## config.mk

```make
export PLATFORM = sky130hd
export DESIGN_NAME = ldhwp_top
export DESIGN_NICKNAME = d
export VERILOG_FILES = /design/src/verilog/ldhwp_pkg.sv /design/src/verilog/ldhwp_fifo.sv /design/src/verilog/ldhwp_top.sv
export SDC_FILE = /design/constraint.sdc
export NUM_CORES = 1
export LEC_CHECK = 0
export BUFFER_PORTS_ARGS = -buffer_cell sky130_fd_sc_hd__buf_2
export CAP_MARGIN = 20
export CORE_UTILIZATION = 68
export CTS_BUF_LIST = sky130_fd_sc_hd__clkbuf_8
export DETAILED_ROUTE_END_ITERATION = 10
export PLACE_DENSITY = 0.84
export SETUP_SLACK_MARGIN = 0.02
export SLEW_MARGIN = 20
export SYNTH_ARGS = -nofsm -noshare
export SYNTH_HDL_FRONTEND = slang
export SYNTH_HIERARCHICAL = 1
export SYNTH_SLANG_ARGS = --single-unit
```

## constraint.sdc

```tcl
create_clock -name clk_sys -period 4.7 [get_ports clk_sys]
set_input_delay 1.175 -clock clk_sys [delete_from_list [all_inputs] [get_ports clk_sys]]
set_output_delay 1.175 -clock clk_sys [all_outputs]
set_load 0.05 [all_outputs]
```

## src/verilog/ldhwp_pkg.sv

```systemverilog
// Package: control word layout and shared types for the host write port
package ldhwp_pkg;
    localparam int CTL_ADDR_LSB = 0;
    localparam int CTL_ADDR_MSB = 2;
    localparam int CTL_BANK_BIT = 3;
    localparam int CTL_POWER_BIT = 4;
    localparam int CTL_NODEC_BIT = 5;
    localparam int CTL_HEX_BIT = 6;
    localparam int CTL_SEQ_BIT = 7;
    localparam logic [7:0] CTL_RESET = 8'h10;
    localparam int SEQ_DIGITS = 8;
    localparam int FIFO_DEPTH = 16;

    typedef struct packed {
        logic seq_flag;
        logic hex_sel;
        logic nodecode_sel;
        logic power_on;
        logic bank_a;
        logic [2:0] digit_addr;
    } ldhwp_ctl_t;

    typedef struct packed {
        logic [2:0] digit;
        logic [7:0] data;
    } ldhwp_wr_t;
endpackage : ldhwp_pkg

```

## src/verilog/ldhwp_fifo.sv

```systemverilog
// Parameterised valid/ready FIFO
`timescale 1ns/1ns
module ldhwp_fifo #(
    parameter int WIDTH = 11,
    parameter int DEPTH = 16
) (
    // Clock and reset
    input wire logic clk_sys,
    input wire logic sys_rst,
    // Fill side
    input wire logic in_valid,
    output logic in_ready,
    input wire logic [WIDTH-1:0] in_data,
    // Drain side
    output logic out_valid,
    input wire logic out_ready,
    output logic [WIDTH-1:0] out_data
);
    localparam int AW = $clog2(DEPTH);
    logic [WIDTH-1:0] mem_q [DEPTH];
    logic [AW-1:0] wr_q;
    logic [AW-1:0] rd_q;
    logic [AW:0] cnt_q;
    logic push;
    logic pop;

    assign in_ready = (cnt_q != (AW+1)'(DEPTH));
    assign out_valid = (cnt_q != '0);
    assign push = in_valid && in_ready;
    assign pop = out_valid && out_ready;
    assign out_data = mem_q[rd_q];

    always_ff @(posedge clk_sys) begin
        if (push) begin
            mem_q[wr_q] <= in_data;
        end
    end

    always_ff @(posedge clk_sys) begin
        if (sys_rst) begin
            wr_q <= '0;
            rd_q <= '0;
            cnt_q <= '0;
        end else begin
            if (push) begin
                wr_q <= wr_q + AW'(1);
            end
            if (pop) begin
                rd_q <= rd_q + AW'(1);
            end
            cnt_q <= cnt_q + (AW+1)'(push) - (AW+1)'(pop);
        end
    end
endmodule : ldhwp_fifo

```

## src/verilog/ldhwp_top.sv

```systemverilog
// Host write port and control-word decoding of an 8-digit LED driver
// Overview of operation
// - Capture bus on write strobe rising edge
// - Select high loads control, low loads RAM
// - RAM byte lines 0-7; bit 7 decimal point
// - Line six selects hex or Code B
// - Line five high selects no-decode
// - Line seven high announces sequential data
// - Line four low enters shutdown
// - Lines 0-2 give single-digit address
// - Line three selects bank, decode modes only
`timescale 1ns/1ns
module ldhwp_top (
    // Clock and reset
    input wire logic clk_sys,
    input wire logic sys_rst,
    // Host pins
    input wire logic [7:0] in_data_bus,
    input wire logic mode_sel,
    input wire logic write_strobe,
    // Display memory port (held when read side stalls)
    input wire logic ram_wr_ready,
    output logic ram_wr_valid,
    output logic [2:0] ram_wr_digit,
    output logic [7:0] ram_wr_data,
    output logic ram_wr_dp,
    // Decoded control state
    output logic decode_scheme_select,
    output logic nodecode_active,
    output logic shutdown_active,
    output logic bank_a_select,
    output logic seq_active,
    output logic [7:0] ctl_word_view
);
    typedef enum logic [1:0] {ST_IDLE, ST_SEQ, ST_SINGLE} ldhwp_state_t;

    logic [7:0] data_s1_q;
    logic [7:0] data_s2_q;
    logic mode_s1_q;
    logic mode_s2_q;
    logic wr_s1_q;
    logic wr_s2_q;
    logic wr_s3_q;
    logic wr_edge;
    ldhwp_pkg::ldhwp_ctl_t ctl_q;
    ldhwp_state_t state_q;
    logic [2:0] seq_cnt_q;
    logic fifo_in_ready;
    logic ram_push;
    logic [2:0] push_digit;
    ldhwp_pkg::ldhwp_wr_t push_word;
    ldhwp_pkg::ldhwp_wr_t pop_word;

    // Pin synchronisers
    always_ff @(posedge clk_sys) begin
        if (sys_rst) begin
            data_s1_q <= 8'h00;
            data_s2_q <= 8'h00;
            mode_s1_q <= 1'b0;
            mode_s2_q <= 1'b0;
            wr_s1_q <= 1'b0;
            wr_s2_q <= 1'b0;
            wr_s3_q <= 1'b0;
        end else begin
            data_s1_q <= in_data_bus;
            data_s2_q <= data_s1_q;
            mode_s1_q <= mode_sel;
            mode_s2_q <= mode_s1_q;
            wr_s1_q <= write_strobe;
            wr_s2_q <= wr_s1_q;
            wr_s3_q <= wr_s2_q;
        end
    end

    assign wr_edge = wr_s2_q && !wr_s3_q;

    // Control word
    always_ff @(posedge clk_sys) begin
        if (sys_rst) begin
            ctl_q <= ldhwp_pkg::CTL_RESET;
        end else if (wr_edge && mode_s2_q) begin
            ctl_q.seq_flag <= data_s2_q[ldhwp_pkg::CTL_SEQ_BIT];
            ctl_q.hex_sel <= data_s2_q[ldhwp_pkg::CTL_HEX_BIT];
            ctl_q.nodecode_sel <= data_s2_q[ldhwp_pkg::CTL_NODEC_BIT];
            ctl_q.power_on <= data_s2_q[ldhwp_pkg::CTL_POWER_BIT];
            ctl_q.bank_a <= data_s2_q[ldhwp_pkg::CTL_BANK_BIT];
            if (!data_s2_q[ldhwp_pkg::CTL_SEQ_BIT]) begin
                ctl_q.digit_addr <= data_s2_q[ldhwp_pkg::CTL_ADDR_MSB:
                    ldhwp_pkg::CTL_ADDR_LSB];
            end
        end
    end

    // Write sequencing
    always_ff @(posedge clk_sys) begin
        if (sys_rst) begin
            state_q <= ST_IDLE;
            seq_cnt_q <= 3'h0;
        end else if (wr_edge && mode_s2_q) begin
            seq_cnt_q <= 3'h0;
            state_q <= data_s2_q[ldhwp_pkg::CTL_SEQ_BIT] ? ST_SEQ
                : ST_SINGLE;
        end else if (ram_push) begin
            unique case (state_q)
                ST_SEQ: begin
                    seq_cnt_q <= seq_cnt_q + 3'h1;
                    if (seq_cnt_q == 3'(ldhwp_pkg::SEQ_DIGITS - 1)) begin
                        state_q <= ST_IDLE;
                    end
                end
                ST_SINGLE: begin
                    state_q <= ST_IDLE;
                end
                ST_IDLE: begin
                    state_q <= ST_IDLE;
                end
            endcase
        end
    end

    assign push_digit = (state_q == ST_SEQ) ? seq_cnt_q
        : ctl_q.digit_addr;
    assign ram_push = wr_edge && !mode_s2_q && (state_q != ST_IDLE)
        && fifo_in_ready;
    assign push_word.digit = push_digit;
    assign push_word.data = data_s2_q;

    ldhwp_fifo #(
        .WIDTH($bits(ldhwp_pkg::ldhwp_wr_t)),
        .DEPTH(ldhwp_pkg::FIFO_DEPTH)
    ) u_fifo (
        .clk_sys(clk_sys),
        .sys_rst(sys_rst),
        .in_valid(ram_push),
        .in_ready(fifo_in_ready),
        .in_data(push_word),
        .out_valid(ram_wr_valid),
        .out_ready(ram_wr_ready),
        .out_data(pop_word)
    );

    assign ram_wr_digit = pop_word.digit;
    assign ram_wr_data = pop_word.data;
    assign ram_wr_dp = pop_word.data[7];

    assign decode_scheme_select = ctl_q.hex_sel;
    assign nodecode_active = ctl_q.nodecode_sel;
    assign shutdown_active = !ctl_q.power_on;
    assign bank_a_select = ctl_q.bank_a && !ctl_q.nodecode_sel;
    assign seq_active = (state_q == ST_SEQ);
    assign ctl_word_view = ctl_q;

    ctl_load_a: assert property (@(posedge clk_sys)
        disable iff (sys_rst)
        wr_edge && mode_s2_q |=> ctl_word_view[4] == $past(data_s2_q[4]))
        else $error("power bit not loaded");
    hex_load_a: assert property (@(posedge clk_sys)
        disable iff (sys_rst)
        wr_edge && mode_s2_q |=> decode_scheme_select == $past(data_s2_q[6]))
        else $error("decode scheme not loaded");
    nodec_load_a: assert property (@(posedge clk_sys)
        disable iff (sys_rst)
        wr_edge && mode_s2_q |=> nodecode_active == $past(data_s2_q[5]))
        else $error("no-decode bit not loaded");
    seq_enter_a: assert property (@(posedge clk_sys)
        disable iff (sys_rst)
        wr_edge && mode_s2_q && data_s2_q[7] |=> seq_active)
        else $error("sequential mode not entered");
    addr_load_a: assert property (@(posedge clk_sys)
        disable iff (sys_rst)
        wr_edge && mode_s2_q && !data_s2_q[7]
        |=> ctl_word_view[2:0] == $past(data_s2_q[2:0]))
        else $error("digit address not loaded");
    bank_gate_a: assert property (@(posedge clk_sys)
        disable iff (sys_rst)
        wr_edge && mode_s2_q
        |=> bank_a_select == $past(data_s2_q[3] && !data_s2_q[5]))
        else $error("bank select not gated by decode mode");
    ram_sel_a: assert property (@(posedge clk_sys)
        disable iff (sys_rst)
        ram_push |-> wr_edge && !mode_s2_q)
        else $error("RAM push without low select");
    single_done_a: assert property (@(posedge clk_sys)
        disable iff (sys_rst)
        ram_push && state_q == ST_SINGLE |=> state_q == ST_IDLE)
        else $error("single write not closed");
    seq_end_a: assert property (@(posedge clk_sys)
        disable iff (sys_rst)
        ram_push && seq_active && seq_cnt_q == 3'h7 |=> !seq_active)
        else $error("sequence not ended after eight");
    edge_src_a: assert property (@(posedge clk_sys)
        disable iff (sys_rst)
        wr_edge |-> $past(write_strobe, 2))
        else $error("edge without rising strobe");
    data_path_a: assert property (@(posedge clk_sys)
        disable iff (sys_rst)
        ram_push && !ram_wr_valid |=> ram_wr_valid
        && ram_wr_data == $past(data_s2_q)
        && ram_wr_digit == $past(push_digit))
        else $error("RAM byte not from bus");

    seq_cov_c: cover property (@(posedge clk_sys) disable iff (sys_rst)
        seq_active ##1 !seq_active);
    single_cov_c: cover property (@(posedge clk_sys) disable iff (sys_rst)
        ram_push && state_q == ST_SINGLE);
    full_cov_c: cover property (@(posedge clk_sys) disable iff (sys_rst)
        !fifo_in_ready);
endmodule : ldhwp_top

```

==> results of run 1 <==
## cells in the mapped netlist, drive strengths merged, types with 2 or more instances
master	count	share of area, %
edfxtp	176	60
dfxtp	51	12
mux4	44	12
nand2	28	1.2
nor2b	26	1.8
a22oi	22	1.9
nor2	21	0.89
buf	18	1.7
inv	17	0.72
a21oi	13	0.74
ha	13	1.8
and2	9	0.64
nand3	9	0.51
clkbuf	8	0.38
o21ai	7	0.40
xor2	5	0.50
nor4	4	0.28
mux2i	3	0.34
nor3b	3	0.25
and4bb	2	0.28
nand2b	2	0.17
nand4bb	2	0.44
or3	2	0.14
xnor2	2	0.20
## area by class of cell
class / instances / area share (%)
flip-flops and latches: 227 / 64.5
multi-input cells: 230 / 23.8
clock buffers: 39 / 5.49
repair buffers: 45 / 2.61
well taps: 172 / 2.20
clock inverters: 18 / 0.742
inverters: 17 / 0.652
## through the flow
step,hold WS (ns),setup slack [ns]
floorplan,0.414,1.59
finish,0.436,0.779
global placement,0.417,1.33
global route,0.446,0.633
CTS,0.437,0.737
detailed placement,0.423,1.27
## power by group through the flow
stage | registers (uW) | clock network [uW] | logic, uW
3_3_place_gp | 2340 | 0 | 755
4_1_cts | 2300 | 1450 | 789
3_5_place_dp | 2340 | 0 | 783
5_1_grt | 2310 | 1540 | 844
2_1_floorplan | 2260 | 0 | 746
6_report | 2300 | 1420 | 783
## cells by family after synthesis
logic type               Yosys count
buffers and inverters             43
multiplexers                      47
AND/OR/NAND/NOR                  115
adder cells (fa/ha/maj)           14
AO/OA/AOI/OAI                     47
XOR/XNOR                           7
flip-flops                       227
## how the worst max path moves through the flow
stage,start,end,depth (start not counted)
after floorplan,register,ram_wr_dp,6
after global placement,register,ram_wr_data[4],5
after detailed placement,register,ram_wr_data[4],5
after CTS,register,ram_wr_data[4],5
after global routing,register,ram_wr_data[4],5
final,register,ram_wr_data[4],5
## flip-flops by register name, summed over array words and instances (netlist names), named ones only
signal	cells
decode_scheme_select	1
wr_s2_q	1
u_fifo/cnt_q	5
nodecode_active	1
state_q	2
u_fifo/rd_q	4
wr_s3_q	1
seq_cnt_q	3
mode_s1_q	1
mode_s2_q	1
u_fifo/mem_q	176
wr_s1_q	1
u_fifo/wr_q	4
ctl_word_view	6
data_s1_q	8
data_s2_q	8
## layer usage
metal / routed length, um / track usage, % / up-vias
met5: 0 / 0 / -
met4: 414 / 10.2 / 0
met3: 1010 / 4.60 / 35
met2: 8100 / 43.0 / 205
met1: 6740 / 34.8 / 2318
li1: - / - / 2058
## cells in the final DEF (no fill, tap or decap), types with 2 or more instances in the layout
| cell type | instances |
|---|---|
| edfxtp_1 | 176 |
| dfxtp_1 | 49 |
| clkbuf_8 | 39 |
| buf_2 | 38 |
| inv_1 | 29 |
| nand2_1 | 27 |
| nor2b_1 | 26 |
| mux4_2 | 23 |
| a22oi_1 | 22 |
| nor2_1 | 21 |
| mux4_1 | 21 |
| a21oi_1 | 13 |
| ha_1 | 13 |
| nand3_1 | 9 |
| and2_1 | 9 |
| buf_4 | 6 |
| xor2_1 | 5 |
| o21ai_0 | 4 |
| o21ai_1 | 3 |
| mux2i_1 | 3 |
| clkinv_1 | 3 |
| nor3b_1 | 3 |
| or3_1 | 2 |
| nor4_4 | 2 |
| nor4_2 | 2 |
| xnor2_1 | 2 |
| dfxtp_2 | 2 |
==> flow_metrics.env, run 1 <==
export IMPL_status="finished clean"
export IMPL_portBuffers=38
export IMPL_synthMuxAreaShare_pct=12.4
export IMPL_synth_compound_area_share_pct=3.42
export IMPL_hpwl_um=10000
export IMPL_fin_cells=748
export IMPL_die_area_sq_mm=0.0135
export IMPL_peakVddDrop_uv=345
export IMPL_post_cts_resized=0
export IMPL_post_cts_setup_buffers=0
export IMPL_netSwitchingFraction_pct=26.3
export IMPL_required_ns=3.52
export IMPL_routedWlPerCell_um=21.8
export IMPL_synth_async_reset_ratio_pct=0
export IMPL_via_per_inst=6.17
export IMPL_slew_headroom_pct=22.4
export IMPL_tns_ns=0
export IMPL_yosys_area_share_adder_pct=2.07
export IMPL_reg2reg_depth=8
export IMPL_rows=41
export IMPL_place_inst=691
export IMPL_ant_nets=0
export IMPL_setup_violations=0
export IMPL_worstSetupEndpointType="primary output"
export IMPL_cell_internal_pwr_uw=3320
export IMPL_synth_net_count=527
export IMPL_crit_fanout=27
export IMPL_die_w_um=116
export IMPL_synthCells=500
export IMPL_rsz0062_at_grt="no"
export IMPL_clk_pin_slew_worst_paths_ns=0.06
export IMPL_arrival_ns=2.75
export IMPL_crit_family="flip-flops"
export IMPL_min_path_cells=1
export IMPL_ff2ff_setup_slack_ns=1.25
export IMPL_reg2reg_to="u_fifo/mem_q[8][6]"
export IMPL_power_net_switching_uw=1190
export IMPL_worstHoldEndpoint="data_s2_q[7]"
export IMPL_yosysSeqAreaShare_pct=71.3
export IMPL_drc=0
export IMPL_ff_latch_area_sq_mm=0.00631
export IMPL_clock_path_buffers=3
export IMPL_skew_ns=0.0204
export IMPL_synthSimpleGateAreaFrac_pct=7.24
export IMPL_ys_types=49
export IMPL_slowest_delay_ns=0.73
export IMPL_gr_usage_all_layers_pct=26.0
export IMPL_crit_reg2reg_launch="u_fifo/cnt_q[2]"
export IMPL_hold_viol_final=0
export IMPL_slowest_stage="dfxtp_2"
export IMPL_cts_buffers=35
export IMPL_area_growth_pct=10.6
export IMPL_syn_area_sq_mm=0.00884
export IMPL_drv_slew=0
export IMPL_final_min_clock_period_ns=3.92
export IMPL_io_pins=39
export IMPL_synth_flop_cell="edfxtp_1"
export IMPL_syn_avg_cell_area_sq_um=17.7
export IMPL_initial_core_util_pct=69.8
export IMPL_vias=4616
export IMPL_synth_xor_area_share_pct=0.693
export IMPL_fmax_mhz=255
export IMPL_cts_root_buf="clkbuf_8"
export IMPL_antenna_found_initial=0
export IMPL_htreeDepth=2
export IMPL_drive_gt1_share_pct=20.8
export IMPL_power_density_mw_per_mm2=460
export IMPL_cts_tree="done"
export IMPL_diodes=0
export IMPL_multi_input_area_sq_mm=0.00233
export IMPL_gp_congestion=0.749
export IMPL_core_region_area_sq_mm=0.0127
export IMPL_post_route_util_pct=77.2
export IMPL_yosys_warnings=6
export IMPL_ctsHoldBuffers=0
export IMPL_die_h_um=116
export IMPL_overflow=0
export IMPL_placed_cell_area_sq_mm=0.00917
export IMPL_grt_max_degree=47
export IMPL_hold_class="reg2reg"
export IMPL_wirelength_um=16300
export IMPL_worstSetupPathType="reg2out"
export IMPL_p_leak_uw=0.00345
export IMPL_grt_pass1_vias=4729
export IMPL_fill_cells=677
export IMPL_fin_nets=583
export IMPL_cp_cell_sequence="buf_12 -> mux4_2 -> a22oi_1 -> nand2_1 -> buf_2"
export IMPL_grt_pass1_wl_um=25100
export IMPL_clkPwrFrac_pct=31.6
export IMPL_synth_edff_count=176
export IMPL_total_power_uw=4500
export IMPL_post_route_period_util_pct=83.4
export IMPL_drt_iter0_drc=413
export IMPL_maxCapViolCount=0
export IMPL_synth_top_family_by_area="multiplexers"
export IMPL_cp_start_kind="register"
export IMPL_path_buf_inv=2
export IMPL_clk_latency_ns=0.48
export IMPL_numClockSinks=227
export IMPL_combPwrFrac_pct=17.4
export IMPL_tightest_slew_ns=1.16
export IMPL_dr_pass1_iters=5
export IMPL_finish_instance_area_sq_mm=0.00978
export IMPL_worstHoldStart="data_s1_q[7]"
export IMPL_synth_seq_cells=227
export IMPL_p_seq_share_pct=51.0
Note: power is estimated with default switching activity, not from simulation.
==> run 2: changes to the inputs <==
CORE_UTILIZATION = 63   (was 68)
PLACE_DENSITY = 0.78   (was 0.84)
clock period = 4.05 ns   (was 4.7 ns; I/O delays follow)
==> run 2 against run 1 <==
Net effect:
- sequential power grew 14%
- largest power group unchanged
- cell count grew 1.6%
- highest routed layer unchanged
- utilization shrank 4.1 points
==> flow_metrics.env, run 2 (synthesis gave the netlist of run 1 again) <==
export IMPL_path_buf_inv=2
export IMPL_gp_congestion=0.741
export IMPL_worstSetupPathType="reg2out"
export IMPL_die_area_sq_mm=0.0145
export IMPL_htreeDepth=2
export IMPL_post_cts_setup_buffers=0
export IMPL_arrival_ns=2.43
export IMPL_io_pins=39
export IMPL_rows=42
export IMPL_ff_latch_area_sq_mm=0.00631
export IMPL_fill_cells=805
export IMPL_worstSetupEndpointType="primary output"
export IMPL_largest_reg_flops=176
export IMPL_tns_ns=0
export IMPL_grt_pass1_wl_um=24800
export IMPL_setup_ws_ns=0.608
export IMPL_most_common_layout_cells="edfxtp_1 (176), dfxtp_1 (49), buf_2 (38), clkbuf_8 (37), inv_1 (33)"
export IMPL_setup_violations=0
export IMPL_clock_path_buffers=3
export IMPL_slowest_delay_ns=0.74
export IMPL_hpwl_um=10100
export IMPL_core_region_area_sq_mm=0.0135
export IMPL_skew_ns=0.0245
export IMPL_rsz0062_at_grt="no"
export IMPL_fin_nets=586
export IMPL_biggestRegsByFlops="u_fifo/mem_q: 176 flops, data_s1_q: 8 flops, data_s2_q: 8 flops"
export IMPL_placed_cell_area_sq_mm=0.00920
export IMPL_dr_pass1_iters=6
export IMPL_crit_reg2reg_launch="u_fifo/cnt_q[2]"
export IMPL_drc=0
export IMPL_initial_core_util_pct=65.7
export IMPL_tightest_slew_ns=0.821
export IMPL_ant_nets=0
export IMPL_diodes=0
export IMPL_final_min_clock_period_ns=3.44
export IMPL_die_h_um=120
export IMPL_multi_input_area_sq_mm=0.00231
export IMPL_grt_pass1_vias=4704
export IMPL_clk_pin_slew_worst_paths_ns=0.06
export IMPL_dp_worst_setup_slack_ns=0.734
export IMPL_regMostFlops="u_fifo/mem_q"
export IMPL_slew_headroom_pct=45.1
export IMPL_area_growth_pct=11.2
export IMPL_post_cts_resized=0
export IMPL_highest_layer="met4"
export IMPL_cp_start_kind="register"
export IMPL_cts_buffers=35
export IMPL_layout_commonest_cell="edfxtp_1"
export IMPL_gr_usage_all_layers_pct=23.1
export IMPL_status="finished clean"
export IMPL_crit_fanout=23
export IMPL_place_inst=698
export IMPL_hold_viol_final=0
export IMPL_total_power_uw=5300
export IMPL_die_w_um=120
export IMPL_drt_iter0_drc=357
export IMPL_drv_slew=0
export IMPL_slowest_stage="dfxtp_2"
export IMPL_maxCapViolCount=0
export IMPL_wl_met1_um=6680
export IMPL_cp_cell_sequence="buf_12 -> mux4_2 -> a22oi_1 -> nand2_1 -> buf_2"
export IMPL_worstHoldStart="data_s1_q[0]"
export IMPL_vias=4514
export IMPL_cts_tree="done"
export IMPL_portBuffers=38
export IMPL_drive_gt1_share_pct=21.2
export IMPL_numClockSinks=227
export IMPL_p_leak_uw=0.00350
export IMPL_fmax_mhz=291
export IMPL_overflow=0
export IMPL_grt_max_degree=47
export IMPL_hold_class="reg2reg"
export IMPL_crit_family="flip-flops"
export IMPL_post_route_period_util_pct=85.0
export IMPL_antenna_found_initial=0
export IMPL_finish_instance_area_sq_mm=0.00984
export IMPL_clk_latency_ns=0.51
export IMPL_power_density_mw_per_mm2=539
export IMPL_routedWlPerCell_um=20.9
export IMPL_fin_cells=760
export IMPL_via_per_inst=5.94
export IMPL_wirelength_um=15900
export IMPL_peakVddDrop_uv=366
export IMPL_required_ns=3.04
export IMPL_met2_length_um=8030
export IMPL_cts_root_buf="clkbuf_8"
export IMPL_wl_met3_um=853
export IMPL_ctsHoldBuffers=0
## run 2: changes by cell type in the layout (fill, tap and decap cells not counted), sizes merged
cell	change
clkbuf	-2
inv	+5
clkinv	+1
bufinv	+1
buf	+3
## run 2: final timing paths
check / cells after the start / slack (ns) / end
worst max register to register: 15 / 0.71 / u_fifo/cnt_q[4]
worst min-delay path: 1 / 0.43 / data_s2_q[0]
worst max-delay path: 5 / 0.61 / ram_wr_data[4]
worst min register to register: 1 / 0.43 / data_s2_q[0]
## run 2: cell type report
type,instances,area share (%)
clock buffer,37,5.18
clock inverter,25,1.34
inverter,17,0.649
multi-input combinational,230,23.5
sequential,227,64.1
tap,176,2.24
timing repair buffer,48,2.95
## run 2: through the flow
| stage | hold slack, ns | utilization (%) |
|---|---|---|
| detailed placement | 0.423 | 68.4 |
| global placement | 0.421 | 68.4 |
| finish | 0.435 | 73.1 |
| floorplan | 0.414 | - |
| CTS | 0.435 | 73.1 |
| global route | 0.450 | 73.1 |
## run 2: power breakdown
group	switching [uW]	total, uW	leakage, uW	internal [uW]
sequential	73.1	2620	0.00203	2540
clock	806	1720	0.000388	911
combinational	529	970	0.00108	440
## run 2: worst reg2reg max path: stages (launching register included)
cell	delay [ns]
dfxtp_1	0.34
inv_1	0.06
ha_1	0.20
nand4bb_1	0.27
nand4bb_4	0.18
nor2_1	0.25
nand2_1	0.34
ha_1	0.40
inv_1	0.06
ha_1	0.16
inv_1	0.06
fa_1	0.38
nor2b_1	0.19
o21bai_1	0.10
a21oi_1	0.15
nor3b_1	0.06
## run 2: per-layer routing
layer,vias to the layer above,global-route usage [%]
met4,0,9.03
met2,144,38.1
met3,28,4.10
met5,-,0
li1,2072,-
met1,2270,30.9
